$ cat src/pkg/cftr_pkg.sv
package cftr_pkg;
   // ------------------------------------------------------------
   // Register offsets and reset values
   // ------------------------------------------------------------
   localparam int ADDR_W = 6;
   localparam logic [5:0] OFS_CRC_SEED_LOW = 6'h23;
   localparam logic [5:0] OFS_CRC_SEED_HIGH = 6'h24;
   localparam logic [5:0] OFS_RESERVED_A = 6'h25;
   localparam logic [5:0] OFS_TEST_PIN_SRC = 6'h26;
   localparam logic [5:0] OFS_RESERVED_B = 6'h27;
   localparam logic [5:0] OFS_FIFO_WARN = 6'h29;
   localparam logic [5:0] OFS_TIMER_TICK = 6'h2A;
   localparam logic [7:0] RST_CRC_SEED_LOW = 8'h63;
   localparam logic [7:0] RST_CRC_SEED_HIGH = 8'h63;
   localparam logic [7:0] RST_RESERVED_A = 8'h00;
   localparam logic [7:0] RST_TEST_PIN_SRC = 8'h00;
   localparam logic [7:0] RST_FIFO_WARN = 8'h08;
   localparam logic [7:0] RST_TIMER_TICK = 8'h07;
   // ------------------------------------------------------------
   // Field positions
   // ------------------------------------------------------------
   localparam int SRC_LSB = 0;
   localparam int SRC_W = 3;
   localparam int WARN_LSB = 0;
   localparam int WARN_W = 6;
   localparam int EXP_LSB = 0;
   localparam int EXP_W = 5;
   localparam int PERIODIC_BIT = 5;
   // ------------------------------------------------------------
   // Sizes and counts
   // ------------------------------------------------------------
   localparam int FIFO_DEPTH = 64;
   localparam int CNT_W = 7;
   localparam logic [4:0] MAX_DIV_EXP = 5'h15;
   localparam int DIV_W = 21;
   localparam int CLK_FREQ_HZ = 25000000;
   // ------------------------------------------------------------
   // Types
   // ------------------------------------------------------------
   typedef enum logic [2:0] {
      SRC_LOW = 3'h0,
      SRC_HIGH = 3'h1,
      SRC_MILLER = 3'h2,
      SRC_SERIAL = 3'h3,
      SRC_CARRIER = 3'h4,
      SRC_SUBCARRIER = 3'h5
   } cftr_src_e;
   typedef enum logic [0:0] {
      TMR_IDLE = 1'h0,
      TMR_RUN = 1'h1
   } cftr_tmr_e;
   typedef struct packed {
      logic [5:0] addr;
      logic [7:0] wrData;
      logic wrEn;
      logic rdEn;
   } cftr_bus_s;
   typedef struct packed {
      logic load;
      logic [15:0] value;
   } cftr_seed_s;
endpackage

$ cat src/core/cftr_regs.sv
// Summary of operation
// - Low seed byte loads into CRC on transmit, receive and compute start.
// - High seed byte loads into upper CRC half on the same events.
// - In short CRC mode the high seed byte is ignored.
// - Test pin source 0..3 gives low, high, Miller envelope, raw data.
// - Codes 4 and 5 give carrier and subcarrier demodulator; 6, 7 reserved.
// - Nearly-full flag set while free space is at or below threshold.
// - Nearly-empty flag set while byte count is at or below threshold.
// - Periodic mode reloads the preset at end of count and keeps going.
// - One-shot mode stops at zero and raises the expired event.
// - Tick rate is device clock over two to the divider exponent, 0..21.
// - Short select picks an 8-bit CRC, else a 16-bit CRC.
// - Preset loads at start and on periodic reload; zero preset blocks a start.
`timescale 1ns/10ps
`default_nettype none
module cftr_regs (
   // Clock and reset
   input wire logic ref_clk,
   input wire logic rst_n,
   // Host register port
   input wire cftr_pkg::cftr_bus_s hostBus,
   output logic [7:0] regRdData,
   // CRC seeding events and mode
   input wire logic txStart,
   input wire logic rxStart,
   input wire logic crcComputeCmd,
   input wire logic crcEnable,
   input wire logic crcShortSelect,
   output cftr_pkg::cftr_seed_s crcSeed,
   // Test pin sources
   input wire logic millerEnvelope,
   input wire logic serialTxData,
   input wire logic carrierDemod,
   input wire logic subcarrierDemod,
   output logic multiFunctionPin,
   // FIFO level
   input wire logic [cftr_pkg::CNT_W-1:0] fifoCount,
   output logic fifoNearlyFullFlag,
   output logic fifoNearlyEmptyFlag,
   // Timer
   input wire logic [7:0] timerPreset,
   input wire logic timerStart,
   input wire logic timerStop,
   output logic [7:0] timerValue,
   output logic timerRunning,
   output logic timerExpiredFlag
);
   import cftr_pkg::*;

   // ------------------------------------------------------------
   // Register file
   // ------------------------------------------------------------
   logic [7:0] seedLow_q, seedLow_d;
   logic [7:0] seedHigh_q, seedHigh_d;
   logic [7:0] rsvdA_q, rsvdA_d;
   logic [7:0] srcSel_q, srcSel_d;
   logic [7:0] warn_q, warn_d;
   logic [7:0] tick_q, tick_d;
   logic [7:0] rdData_q, rdData_d;

   // Writes land next edge; reads registered, unmapped and write-only give zero
   always_comb begin
      seedLow_d = seedLow_q;
      seedHigh_d = seedHigh_q;
      rsvdA_d = rsvdA_q;
      srcSel_d = srcSel_q;
      warn_d = warn_q;
      tick_d = tick_q;
      rdData_d = rdData_q;
      if (hostBus.wrEn) begin
         case (hostBus.addr)
            OFS_CRC_SEED_LOW: seedLow_d = hostBus.wrData;
            OFS_CRC_SEED_HIGH: seedHigh_d = hostBus.wrData;
            OFS_RESERVED_A: rsvdA_d = hostBus.wrData; // Kept as written
            OFS_TEST_PIN_SRC: srcSel_d = hostBus.wrData;
            OFS_FIFO_WARN: warn_d = hostBus.wrData;
            OFS_TIMER_TICK: tick_d = hostBus.wrData;
            default: ;
         endcase
      end
      if (hostBus.rdEn) begin
         case (hostBus.addr)
            OFS_CRC_SEED_LOW: rdData_d = seedLow_q;
            OFS_CRC_SEED_HIGH: rdData_d = seedHigh_q;
            OFS_RESERVED_A: rdData_d = rsvdA_q;
            OFS_TEST_PIN_SRC: rdData_d = srcSel_q;
            OFS_FIFO_WARN: rdData_d = warn_q;
            OFS_TIMER_TICK: rdData_d = tick_q;
            default: rdData_d = 8'h00;
         endcase
      end
   end

   always_ff @(posedge ref_clk or negedge rst_n) begin
      if (!rst_n) begin
         seedLow_q <= RST_CRC_SEED_LOW;
         seedHigh_q <= RST_CRC_SEED_HIGH;
         rsvdA_q <= RST_RESERVED_A;
         srcSel_q <= RST_TEST_PIN_SRC;
         warn_q <= RST_FIFO_WARN;
         tick_q <= RST_TIMER_TICK;
         rdData_q <= 8'h00;
      end else begin
         seedLow_q <= seedLow_d;
         seedHigh_q <= seedHigh_d;
         rsvdA_q <= rsvdA_d;
         srcSel_q <= srcSel_d;
         warn_q <= warn_d;
         tick_q <= tick_d;
         rdData_q <= rdData_d;
      end
   end

   assign regRdData = rdData_q;

   // ------------------------------------------------------------
   // CRC seed
   // ------------------------------------------------------------
   cftr_seed_s seed_q, seed_d;
   logic seedEvent;

   assign seedEvent = crcEnable && (txStart || rxStart || crcComputeCmd);

   // Seed value held between loads so the CRC unit may sample it late
   always_comb begin
      seed_d = seed_q;
      seed_d.load = 1'b0;
      if (seedEvent) begin
         seed_d.load = 1'b1;
         seed_d.value[7:0] = seedLow_q;
         // Short CRC uses only the low byte
         seed_d.value[15:8] = crcShortSelect ? 8'h00 : seedHigh_q;
      end
   end

   always_ff @(posedge ref_clk or negedge rst_n) begin
      if (!rst_n) begin
         seed_q <= '0;
      end else begin
         seed_q <= seed_d;
      end
   end

   assign crcSeed = seed_q;

   // ------------------------------------------------------------
   // Test pin selector
   // ------------------------------------------------------------
   logic mfPin_q, mfPin_d;

   // Reserved codes park the pin low rather than leak an internal node
   always_comb begin
      case (cftr_src_e'(srcSel_q[SRC_LSB +: SRC_W]))
         SRC_LOW: mfPin_d = 1'b0;
         SRC_HIGH: mfPin_d = 1'b1;
         SRC_MILLER: mfPin_d = millerEnvelope;
         SRC_SERIAL: mfPin_d = serialTxData;
         SRC_CARRIER: mfPin_d = carrierDemod;
         SRC_SUBCARRIER: mfPin_d = subcarrierDemod;
         default: mfPin_d = 1'b0;
      endcase
   end

   always_ff @(posedge ref_clk or negedge rst_n) begin
      if (!rst_n) begin
         mfPin_q <= 1'b0;
      end else begin
         mfPin_q <= mfPin_d;
      end
   end

   assign multiFunctionPin = mfPin_q;

   // ------------------------------------------------------------
   // FIFO warning flags
   // ------------------------------------------------------------
   logic [CNT_W-1:0] freeSpace;
   logic [CNT_W-1:0] thresh;
   logic nearFull_q, nearFull_d;
   logic nearEmpty_q, nearEmpty_d;

   assign freeSpace = CNT_W'(FIFO_DEPTH) - fifoCount;
   assign thresh = {1'b0, warn_q[WARN_LSB +: WARN_W]};

   // Flags follow the level one cycle late, no hysteresis
   always_comb begin
      nearFull_d = (freeSpace <= thresh);
      nearEmpty_d = (fifoCount <= thresh);
   end

   always_ff @(posedge ref_clk or negedge rst_n) begin
      if (!rst_n) begin
         nearFull_q <= 1'b0;
         nearEmpty_q <= 1'b1;
      end else begin
         nearFull_q <= nearFull_d;
         nearEmpty_q <= nearEmpty_d;
      end
   end

   assign fifoNearlyFullFlag = nearFull_q;
   assign fifoNearlyEmptyFlag = nearEmpty_q;

   // ------------------------------------------------------------
   // Timer prescaler and counter
   // ------------------------------------------------------------
   logic [DIV_W-1:0] div_q, div_d;
   logic [DIV_W-1:0] divMask;
   logic [4:0] divExp;
   logic tickEn;
   cftr_tmr_e tState_q, tState_d;
   logic [7:0] tCnt_q, tCnt_d;
   logic tExp_q, tExp_d;
   logic periodic;

   // Exponents above the legal top are clamped
   assign divExp = (tick_q[EXP_LSB +: EXP_W] > MAX_DIV_EXP) ?
                   MAX_DIV_EXP : tick_q[EXP_LSB +: EXP_W];
   assign divMask = (DIV_W'(1) << divExp) - DIV_W'(1);
   // One-cycle enable every 2^exp clocks; a derived clock would split domains
   assign tickEn = ((div_q & divMask) == divMask);
   assign periodic = tick_q[PERIODIC_BIT];

   always_comb begin
      div_d = div_q + DIV_W'(1);
      tState_d = tState_q;
      tCnt_d = tCnt_q;
      tExp_d = 1'b0;
      if (timerStart && (timerPreset != 8'h00)) begin
         tState_d = TMR_RUN;
         tCnt_d = timerPreset;
      end else if (timerStop) begin
         tState_d = TMR_IDLE;
      end else begin
         case (tState_q)
            TMR_RUN: begin
               if (tickEn) begin
                  if (tCnt_q <= 8'h01 && periodic) begin
                     tCnt_d = timerPreset;
                  end else if (tCnt_q <= 8'h01) begin
                     tCnt_d = 8'h00;
                     tState_d = TMR_IDLE;
                     tExp_d = 1'b1;
                  end else begin
                     tCnt_d = tCnt_q - 8'h01;
                  end
               end
            end
            TMR_IDLE: ;
            default: tState_d = TMR_IDLE;
         endcase
      end
   end

   always_ff @(posedge ref_clk or negedge rst_n) begin
      if (!rst_n) begin
         div_q <= '0;
         tState_q <= TMR_IDLE;
         tCnt_q <= 8'h00;
         tExp_q <= 1'b0;
      end else begin
         div_q <= div_d;
         tState_q <= tState_d;
         tCnt_q <= tCnt_d;
         tExp_q <= tExp_d;
      end
   end

   assign timerValue = tCnt_q;
   assign timerRunning = (tState_q == TMR_RUN);
   assign timerExpiredFlag = tExp_q;
endmodule
`default_nettype wire

$ cat config.mk
export PLATFORM = sky130hd
export DESIGN_NAME = cftr_regs
export DESIGN_NICKNAME = d
export VERILOG_FILES = /design/src/pkg/cftr_pkg.sv /design/src/core/cftr_regs.sv
export SDC_FILE = /design/constraint.sdc
export NUM_CORES = 1
export LEC_CHECK = 0
export ABC_AREA = 1
export BUFFER_PORTS_ARGS = -buffer_cell sky130_fd_sc_hd__buf_4
export CORE_ASPECT_RATIO = 1.25
export CORE_UTILIZATION = 55
export CTS_BUF_LIST = sky130_fd_sc_hd__clkbuf_16
export CTS_CLUSTER_DIAMETER = 50
export DETAILED_ROUTE_END_ITERATION = 16
export PLACE_DENSITY_LB_ADDON = 0.2
export SETUP_SLACK_MARGIN = 0.02
export SYNTH_ARGS = -nofsm -noshare
export SYNTH_HDL_FRONTEND = slang
export SYNTH_SLANG_ARGS = --single-unit
$ cat constraint.sdc
create_clock -name ref_clk -period 5 [get_ports ref_clk]
set_input_delay 0.5 -clock ref_clk [delete_from_list [all_inputs] [get_ports ref_clk]]
set_output_delay 0.5 -clock ref_clk [all_outputs]
set_load 0.03 [all_outputs]
* Word level (Yosys, flattened, before mapping)
Cells that the tools add are included.
** Cells by class
- Bitwise operators :: 1
- Shift-type cells :: 1
- Add/subtract/negate cells :: 4
- Multipliers :: 0
- Magnitude comparators :: 4
- Reductions and logical operators :: 15
- Mux-type cells :: 23
- Divide/modulo/power cells :: 0
- Equality and inequality tests :: 13
** Operator list (number)
- 8-bit two-way mux :: 7
- 8-bit one-hot mux with 6 select lines :: 1
- 6-bit equality test (second input constant) :: 6
- 21-bit by 1-bit adder with 21-bit output (second input constant) :: 1
- 21-bit AND :: 1
- 21-bit equality test :: 1
- 1-bit by 5-bit left shift with 21-bit output (first input constant) :: 1
- 21-bit by 2-bit subtractor with 21-bit output (second input constant) :: 1
- 17-bit two-way mux :: 1
- 7-bit by 6-bit less-or-equal comparator with 1-bit output :: 2
- 1-bit two-way mux :: 12
- 2-bit AND reduction :: 6
- 8-bit by 1-bit less-or-equal comparator with 1-bit output (second input constant) :: 1
- 8-bit nonzero test :: 1
- 8-bit by 1-bit subtractor with 8-bit output (second input constant) :: 1
- 7-bit subtractor (first input constant) :: 1
- 3-bit by 2-bit equality test with 1-bit output (second input constant) :: 2
- 3-bit equality test (second input constant) :: 2
- 5-bit > comparator (second input constant) :: 1
- 5-bit two-way mux :: 1
- 1-bit one-hot mux with 5 select lines :: 1
- 2-bit nonzero test :: 2
- 3-bit by 1-bit equality test with 1-bit output (second input constant) :: 1
- 1-bit logical AND :: 3
- other kinds (3) :: 4
** Storage, ports and cells
- Output and inout port bits :: 38
- Memories kept :: 0
- Memory bits (writable) :: 0
- Register bits after elaboration :: 107
- Bits of input ports :: 44
- Logic and storage cells :: 77
- ROM bits :: 0
- Latch bits :: 0

* Logic depth before layout (Yosys ltp)
Gate-level depths: netlist of run 1.
- Word-level depth :: 10
- Gate-level depth with buffers :: 19
- Gate-level depth less buffers :: 19

* Worst setup path before layout of run 1
No wires, ideal clock.
- Path kind :: flip-flop to flip-flop
- From :: reg tick_q[1]
- To :: reg tCnt_q[0] (netlist: timerValue[0])
- Arrival time :: 2.225 ns
- Path buffers :: 0
- Path slack :: 2.708 ns
- Cell stages (with the launch flop) :: 18
- Setup time :: 0.066 ns
- Path through :: dfstp_2 nand2_2 a21oi_2 nor2_2 nand4_1 ha_1 inv_1 nor2_1 nand2_1 nor2_2 nand3_1 nand3_1 nand4_1 nor2_2 nand2_4 nand2_4 nand2_1 nand2_1
** On the way
- Longest elaborated chain between the ends :: 8
** Ends and longest elaborated chain
- from (decl) :: line cftr_regs.sv:58 : logic [7:0] tick_q, tick_d;
- from (signal assigned) :: line cftr_regs.sv:109 : tick_q <= tick_d;
- 5-bit > comparator :: line cftr_regs.sv:217 : assign divExp = (tick_q[EXP_LSB +: EXP_W] > MAX_DIV_EXP) ?
- 5-bit two-way mux (*) :: line cftr_regs.sv:217
- 1-bit by 5-bit left shift with 21-bit output (*) :: line cftr_regs.sv:219 : assign divMask = (DIV_W'(1) << divExp) - DIV_W'(1);
- 21-bit by 2-bit subtractor with 21-bit output (*) :: line cftr_regs.sv:219
- 21-bit AND :: line cftr_regs.sv:221 : assign tickEn = ((div_q & divMask) == divMask);
- 21-bit equality test (*) :: line cftr_regs.sv:221
- 2-bit nonzero test (no source line) (*)
- 3-bit AND reduction (no source line) (*)
- to (signal assigned) :: line cftr_regs.sv:264 : tCnt_q <= tCnt_d;
- to (decl) :: line cftr_regs.sv:212 : logic [7:0] tCnt_q, tCnt_d;
Mark *: on every way between the ends. The rest lies on a longest branch, timed or not.
A chain may end at the register's enable or synchronous reset.

* Worst setup path in the final report of run 1
- From :: reg tick_q[4]
- To :: reg tCnt_q[1] (netlist: timerValue[1])
The elaborated chain is that of the path after synthesis.

==> flow_metrics.tcl, run 1 <==
set metrics [dict create \
    fin_util_pct 66.7 \
    r2r-start "tick_q[4]" \
    cts.clk_slew.worst_paths_ps 70 \
    cp-startpoint "tick_q[4]" \
    r2r_cells 18 \
    drt-total-wl_um 14000 \
    ys_ff_latch 107 \
    drv_slew 0 \
    peakVddDrop_mv 0.219 \
    die_y_um 117 \
    synth.area.top_cells "dfrtp_1 (40%), nand2_1 (10%), o21ai_0 (7.1%), dfstp_2 (5.8%), inv_1 (5.1%)" \
    grt_first_pass_wirelength_um 22600 \
    slowest_stage "dfrtp_1" \
    portBuffers 81 \
    yosysWarnings 0 \
    synth_xor_area_share_pct 4.65 \
    grt_pass1_vias 4704 \
    num_rows 41 \
    synth_top_family_by_area "simple AND/OR/NAND/NOR gates" \
    initial_utilization_pct 57.2 \
    tightest_slew_ps 1010 \
    swShare_pct 35.0 \
    comb_power_share_pct 25.5 \
    cts_tree "done" \
    grt-ovfl-total 0 \
    synth_flop_cell "dfrtp_1" \
    postCtsSetupBuffers 0 \
    die_area_mm2 0.0110 \
    cts_sinks 107 \
    cp.arrival_ps 3150 \
    core-area_mm2 0.0102 \
    start_kind "register" \
    p_sw_mw 0.836 \
    netlist_area_mm2 0.00584 \
    diodes 0 \
    routedWlPerCell_um 15.1 \
    path_class "register to register" \
    synth-compound-area-share_pct 13.1 \
    grt.total_usage_pct 26.6 \
    crit_cells 18 \
    r2r_setup_slack_ps 2130 \
    crit_family "simple AND/OR/NAND/NOR gates" \
    syn-num-nets 775 \
    dieWidth_um 94.2 \
    synth_top_area_share_pct 40.3 \
    crit_required_ps 5280 \
    drv_cap 0 \
    path_common_cell "nand2_1" \
    crit_end "timerValue[1]" \
    dpl.hpwl_um 10600 \
    grt_max_degree 65 \
    yosys-top-cells-count "nand2_1 (162), dfrtp_1 (94), o21ai_0 (83), inv_1 (80), nor2_1 (59)" \
    max_stage_delay_ps 550 \
    post_route_cells_drive_above_1_share_pct 18.3 \
    boundaryPins 82 \
    synth_edf_count 0 \
    status "finished, final reports clean" \
    end_kind "register" \
    clk-insertion-delay-late_ps 350 \
    vias_per_cell 5.53 \
    syn_inst 715 \
    yosys.area.top_type "dfrtp_1" \
    syn2layout_area_growth_pct 16.6 \
    slew_headroom_pct 32.4 \
    h-tree-depth 3 \
    fin_cells 922 \
    post-route-period-util_pct 57.3 \
    dr.pass1.iters 5 \
    holdCritPathClass "input port to async pin" \
    critPathBufInv 1 \
    ys_seq_area_share_pct 46.1 \
    hold_viol 0 \
    period_needed_ps 2870 \
    yosys.area_share.simple_pct 24.9 \
    hold_buffers 0 \
    rsz0062_at_grt "false" \
    finClkSkew_ps 13.2 \
    worst_slack_ps 2130 \
    ant_nets 0 \
    num_vias 5099 \
    numCtsBuffers 9 \
    leakagePower_nw 3.39 \
    place.gp.congestion 0.901 \
    dp_worst_setup_slack_ps 2170 \
    drt_iter0_markers 365 \
    internal_power_mw 1.55 \
    antenna_found_initial 0 \
    synthArstFlopShare_pct 100 \
    setup_tns_ps 0 \
    dp.cells 906 \
    path_cells "inv_4 -> a21oi_2 -> nor2_2 -> nand4_1 -> ha_1 -> nand3_1 -> nand2_1 -> nand2_1 -> nor2_1 -> nor2_1 -> nand3_1 -> nor2_1 -> nand3_1 -> nor2_2 -> nand2_4 -> nand2_4 -> nand2_1 -> nand2_1" \
    r2r-end "timerValue[1]" \
    synth_most_common_cell "nand2_1" \
    p_clk_share_pct 29.5 \
    clock-root-buffer "clkbuf_16" \
    synth.distinct_cells 45 \
    cts_resized 0 \
    fmax_mhz 349 \
    synthAdderAreaFrac_pct 3.43 \
    clock_path_buffers 2 \
    finalNetCount 848 \
    seqPwrFrac_pct 45.0 \
    p_per_area_mw_per_mm2 350 \
    drt_drc_violations_left 0 \
    critPathMaxFanout 21 \
    muxShareOfSynthArea_pct 0 \
    setup_viol 0 \
    syn_avg_cell_area_um2 8.17 \
]
==> worst min path at each step <==
stage	start	to	slack, ps	cells past startpoint
final	rst_n	div_q[7]	220	1
after CTS	rst_n	div_q[7]	260	1
after global placement	div_q[0]	div_q[0]	450	1
after global routing	fifoCount[6]	fifoNearlyEmptyFlag	290	2
after detailed placement	div_q[0]	div_q[0]	470	1
after floorplan	rst_n	crcSeed[0]	200	0
==> cell usage in the layout (no fill, tap or decap), types with 13 or more instances in the layout <==
cell     count
buf_4       82
nor3_1      14
nor2_1      59
o21ai_0     83
inv_1       80
dfrtp_1     94
ha_1        16
dfstp_2     13
nand2_1    162
nand4_1     16
xor2_1      25
nand3_1     44
==> stage by stage <==
step                      power [mW]  cell area, um^2  hold slack, ps
after floorplan                 1.49             5840             204
after global placement          1.67             6510             449
after detailed placement        1.69             6510             468
after CTS                       2.40             6810             263
after global routing            2.52             6810             290
final                           2.39             6810             221
==> flip-flops by register name, indices dropped and copies added (netlist names) <==
| signal | count |
|---|---|
| div_q | 21 |
| fifoNearlyEmptyFlag | 1 |
| timerRunning | 1 |
| seedLow_q | 8 |
| fifoNearlyFullFlag | 1 |
| regRdData | 8 |
| warn_q | 8 |
| multiFunctionPin | 1 |
| tick_q | 8 |
| seedHigh_q | 8 |
| timerExpiredFlag | 1 |
| rsvdA_q | 8 |
| srcSel_q | 8 |
| crcSeed | 17 |
| timerValue | 8 |
==> power by group through the flow <==
stage | sequential [mW] | clock, mW | combinational, mW
after floorplan | 1.13 | 0 | 0.359
after global placement | 1.08 | 0 | 0.590
after detailed placement | 1.09 | 0 | 0.607
after CTS | 1.07 | 0.718 | 0.610
after global routing | 1.09 | 0.749 | 0.681
final | 1.07 | 0.704 | 0.609
==> layer usage <==
metal | up-vias | share of wire [%] | track usage, %
met4 | 0 | 3.0 | 11.3
met3 | 32 | 5.0 | 3.62
met1 | 2380 | 42 | 34.3
met5 | - | 0 | 0
li1 | 2509 | - | -
met2 | 178 | 50 | 44.7
==> cell families after synthesis <==
group,after synthesis
fa+ha+maj,16
xor+xnor,31
compound gates,131
buf+inv,108
flops,107
simple gates,322
==> final cells by class <==
type | instances | area, um^2
flip-flops and latches | 107 | 2690
well taps | 129 | 161
fillers | 835 | 3400
repair buffers | 82 | 616
inverters | 88 | 338
multi-input cells | 500 | 2700
clock buffers | 9 | 225
clock inverters | 7 | 77.6
Note: power is estimated with default switching activity, not from simulation.
==> inputs of run 2 (changes only) <==
ABC_AREA = 0   (was 1)
clock period = 2.7 ns   (was 5 ns; I/O delays follow)
==> flow_metrics.tcl, run 2 <==
set metrics [dict create \
    status "complete, but fails checks" \
    violations "negative hold slack, negative setup slack" \
    post-route-period-util_pct 101 \
    setup_tns_ps -25.4 \
    ys_seq_area_share_pct 47.2 \
    cts_tree "done" \
    grt-ovfl-total 0 \
    antenna_found_initial 0 \
    grt_max_degree 108 \
    cp.arrival_ps 2960 \
    internal_power_mw 3.15 \
    yosys.area.top_type "dfrtp_1" \
    whs_ps -48.0 \
    grt.total_usage_pct 26.5 \
    post_route_cells_drive_above_1_share_pct 32.4 \
    layout_common_cells "buf_4 (104), dfrtp_1 (94), nand2_1 (76)" \
    boundaryPins 82 \
    end_kind "register" \
    rsz0062_at_grt "true" \
    synthArstFlopShare_pct 100 \
    largest_register "div_q" \
    synth_top_area_share_pct 41.2 \
    setup_viol 2 \
    seqPwrFrac_pct 42.4 \
    core-area_mm2 0.0101 \
    p_per_area_mw_per_mm2 640 \
    crit_required_ps 2940 \
    portBuffers 81 \
    grt_pass1_vias 4632 \
    leakagePower_nw 3.22 \
    peakVddDrop_mv 0.404 \
    comb_power_share_pct 26.6 \
    cts.clk_slew.worst_paths_ps 70 \
    dr.pass1.iters 6 \
    synth_flop_cell "dfrtp_1" \
    period_needed_ps 2720 \
    synth_edf_count 0 \
    final_common_cell "buf_4" \
    r2r_cells 12 \
    start_kind "register" \
    die_y_um 116 \
    finClkSkew_ps 8.09 \
    syn-num-nets 618 \
    p_sw_mw 1.37 \
    p_clk_share_pct 31.0 \
    syn2layout_area_growth_pct 23.5 \
    synth_most_common_cell "dfrtp_1" \
    largest_reg_flops 21 \
    r2r_setup_slack_ps -20 \
    cp-startpoint "tick_q[2]" \
    r2r-start "tick_q[2]" \
    tightest_slew_ps 583 \
    stdcell_area_mm2 0.00705 \
    drv_cap 0 \
    diodes 0 \
    num_vias 4739 \
    num_rows 41 \
    routedWlPerCell_um 17.5 \
    cts_sinks 107 \
    swShare_pct 30.3 \
    fmax_mhz 368 \
    clk-insertion-delay-late_ps 350 \
    syn_inst 558 \
    ys_ff_latch 107 \
    worst_slack_ps -20.3 \
    drt_drc_violations_left 0 \
    yosysWarnings 0 \
    syn_avg_cell_area_um2 10.2 \
    clock-root-buffer "clkbuf_16" \
    drv_slew 0 \
    ant_nets 0 \
    hold_viol 16 \
    yosys-top-cells-count "dfrtp_1 (94), nand2_1 (78), mux2_2 (48), o21ai_0 (35), nor2_1 (30)" \
    clock_path_buffers 2 \
    dpl.hpwl_um 9680 \
    drt-total-wl_um 13800 \
    critPathMaxFanout 5 \
    slew_headroom_pct 61.2 \
    synth.distinct_cells 64 \
    grt_first_pass_wirelength_um 22000 \
    synth.area.top_cells "dfrtp_1 (41%), mux2_2 (9.5%), dfstp_2 (6.0%), nand2_1 (5.1%), ha_1 (3.5%)" \
    finalNetCount 716 \
    netlist_area_mm2 0.00571 \
    numCtsBuffers 9 \
    drt_iter0_markers 274 \
    die_area_mm2 0.0108 \
    r2r-end "timerValue[6]" \
    initial_utilization_pct 56.5 \
    h-tree-depth 3 \
    vias_per_cell 6.00 \
    place_area_mm2 0.00655 \
    path_class "register to register" \
    holdCritPathClass "input port to async pin" \
    place.gp.congestion 0.869 \
    dieWidth_um 93.2 \
]
[run 2: how the worst max path moves through the flow]
stage | endpoint | depth (start not counted) | slack (ps)
after global routing | timerValue[6] | 12 | -130
after detailed placement | timerValue[0] | 11 | -90
after global placement | timerValue[6] | 10 | -20
final | timerValue[6] | 12 | -20
after floorplan | timerValue[5] | 14 | 10
after CTS | timerValue[0] | 12 | -3
[run 2: metrics by stage]
stage                     utilization (%)  std cells  setup slack (ps)  power, mW  hold slack [ps]
after global routing                 69.8        790              -128       4.72             38.1
after global placement               64.8        766             -20.4       2.96              380
after floorplan                         -        558              14.2       2.62            -25.6
after CTS                            69.3        789             -3.16       4.50             9.79
after detailed placement             64.8        766             -89.9       2.99              383
final                                69.8        790             -20.3       4.51            -48.0
[run 2: cells by family (layout without fill, tap and decap cells)]
logic type / after synthesis / count (layout) / synth area share [%]
simple gates: 202 / 202 / 17.8
flops: 107 / 107 / 47.2
compound gates: 106 / 106 / 12.8
mux: 58 / 58 / 11.2
buf+inv: 42 / 145 / 3.39
xor+xnor: 27 / 27 / 4.14
fa+ha+maj: 16 / 16 / 3.50
[run 2: worst max-delay path: stages, from the launching register on]
cell       delay, ps
dfstp_2          550
nor2_4            50
nand3b_1         120
ha_4             180
buf_6            100
or4_1            100
a211o_1          140
o2111ai_2        140
a2111oi_4        390
nand4_1          250
buf_4            230
a211o_1          260
o221a_2          120
[run 2: routing by layer]
layer / global-route usage (%) / vias to the layer above / wire length [um]
li1: - / 2209 / -
met1: 32.7 / 2337 / 5670
met2: 46.0 / 159 / 7240
met3: 4.00 / 34 / 604
met4: 11.8 / 0 / 339
met5: 0 / - / 0
[run 2: timing repair]
item | in CTS | in global routing
pin swaps | 14 | 14
buffers inserted | 7 | 3
endpoints found under the hold margin | 0 | 0
hold buffers | 0 | 0
endpoints found under the setup margin | 6 | 9
gates resized for setup | 19 | 10
[run 2: power by group through the flow]
stage	logic [mW]	registers [mW]	clock network [mW]
2_1_floorplan	0.607	2.02	0
3_3_place_gp	1.03	1.93	0
3_5_place_dp	1.05	1.94	0
4_1_cts	1.16	1.91	1.42
5_1_grt	1.31	1.93	1.48
6_report	1.20	1.91	1.40
[run 2: final cells by class]
type,instances,area [um^2]
Clock buffer,9,225
Clock inverter,7,92.6
Fill cell,730,3050
Inverter,20,75.1
Multi-Input combinational cell,409,2960
Sequential cell,107,2690
Tap cell,129,161
Timing Repair Buffer,109,846
==> inputs of run 3 (changes only) <==
PLACE_DENSITY = 0.79   (was default)
PLACE_DENSITY_LB_ADDON = default   (was 0.2)
==> flow_metrics.tcl, run 3 (same netlist as run 2, synthesis figures left out) <==
set metrics [dict create \
    fmax_mhz 380 \
    portBuffers 81 \
    finClkSkew_ps 6.09 \
    holdCritPathClass "input port to async pin" \
    antenna_found_initial 0 \
    fin_util_pct 68.0 \
    diodes 0 \
    finalPower_mw 4.29 \
    drv_slew 0 \
    path_class "register to register" \
    clock_path_buffers 2 \
    numCtsBuffers 9 \
    drt_iter0_markers 287 \
    cp.arrival_ps 2900 \
    whs_ps -13.6 \
    post_route_cells_drive_above_1_share_pct 30.5 \
    grt_first_pass_wirelength_um 21700 \
    seqPwrFrac_pct 44.6 \
    crit_required_ps 2970 \
    drv_cap 0 \
    setup_tns_ps 0 \
    place.gp.congestion 0.858 \
    vias_per_cell 5.91 \
    comb_power_share_pct 25.0 \
    layout_common_cells "buf_4 (100), dfrtp_1 (94), nand2_1 (77)" \
    initial_utilization_pct 56.5 \
    largest_register "div_q" \
    boundaryPins 82 \
    hold_viol 7 \
    hold_buffers 0 \
    start_kind "register" \
    cts_tree "done" \
    drt_drc_violations_left 0 \
    internal_power_mw 2.91 \
    tightest_slew_ps 769 \
    die_area_mm2 0.0108 \
    p_per_area_mw_per_mm2 625 \
    num_vias 4624 \
    grt.total_usage_pct 26.0 \
    dieWidth_um 93.2 \
    cts_sinks 107 \
    slew_headroom_pct 48.7 \
    ant_nets 0 \
    h-tree-depth 3 \
    largest_reg_flops 21 \
    grt-ovfl-total 0 \
    post-route-period-util_pct 97.4 \
    final_common_cell "buf_4" \
    die_y_um 116 \
    syn2layout_area_growth_pct 20.3 \
    leakagePower_nw 3.15 \
    p_clk_share_pct 30.4 \
    routedWlPerCell_um 17.4 \
    finalNetCount 708 \
    rsz0062_at_grt "true" \
    critPathMaxFanout 13 \
    dr.pass1.iters 6 \
    setup_viol 0 \
    swShare_pct 32.1 \
    cts.clk_slew.worst_paths_ps 80 \
    fin_cells 782 \
    drt-total-wl_um 13600 \
    num_rows 41 \
    clk-insertion-delay-late_ps 350 \
    core-area_mm2 0.0101 \
    grt_max_degree 62 \
    dp.cells 765 \
    p_sw_mw 1.38 \
    end_kind "register" \
    period_needed_ps 2630 \
    clock-root-buffer "clkbuf_16" \
    violations "negative hold slack" \
    dpl.hpwl_um 10100 \
    grt_pass1_vias 4444 \
    status "complete, but fails checks" \
    peakVddDrop_mv 0.389 \
]
run 3: per-stage QoR:
stage	setup WS [ps]	instance area, um^2
final	71.2	6870
after floorplan	14.2	5750
after CTS	20.7	6850
after global placement	-38.3	6530
after global routing	-109	6870
after detailed placement	-124	6530
run 3: power groups by stage:
stage          sequential, mW  combinational [mW]  clock, mW
3_3_place_gp             1.93                1.02          0
3_5_place_dp             1.94                1.05          0
6_report                 1.91                1.07       1.30
5_1_grt                  1.93                1.18       1.39
4_1_cts                  1.91                1.06       1.33
2_1_floorplan            2.02               0.607          0
run 3: final cells by class:
| type | instances | area, um^2 |
|---|---|---|
| fillers | 793 | 3240 |
| well taps | 129 | 161 |
| flip-flops and latches | 107 | 2690 |
| inverters | 20 | 75.1 |
| clock inverters | 7 | 71.3 |
| clock buffers | 9 | 225 |
| repair buffers | 101 | 762 |
| multi-input cells | 409 | 2880 |
run 3: critical path, stage by stage (launching register included):
cell       delay (ps)
dfrtp_1           410
nor2_4            140
nand3b_1          130
ha_4              230
nor2b_1           160
a32oi_1           160
o22ai_1           120
a2111oi_2         360
nand4_1           160
buf_6             170
buf_4             140
o311a_1           310
o21ai_0            70
run 3: repair_timing:
action / in CTS / in global routing
buffers inserted: 0 / 1
setup endpoints to repair: 7 / 6
pin swaps: 0 / 2
gates resized for setup: 4 / 3
run 3: metal layers:
layer  track usage [%]  share of wire (%)
met2              44.8                 51
met4              9.33                2.1
met1              33.1                 44
met3              4.33                3.6
met5                 0                  0
run 3: path summary, 6_finish.rpt:
check | cells past startpoint | start | endpoint | slack (ps)
hold / removal | 1 | rst_n | div_q[2] | -10
max in group asynchronous | 2 | rst_n | timerValue[2] | 1910
setup / recovery | 12 | tick_q[4] | timerValue[0] | 70
min in group ref_clk | 2 | fifoCount[6] | fifoNearlyEmptyFlag | 40
setup reg to reg | 12 | tick_q[4] | timerValue[0] | 70
hold reg to reg | 2 | crcSeed[5] | crcSeed[5] | 480
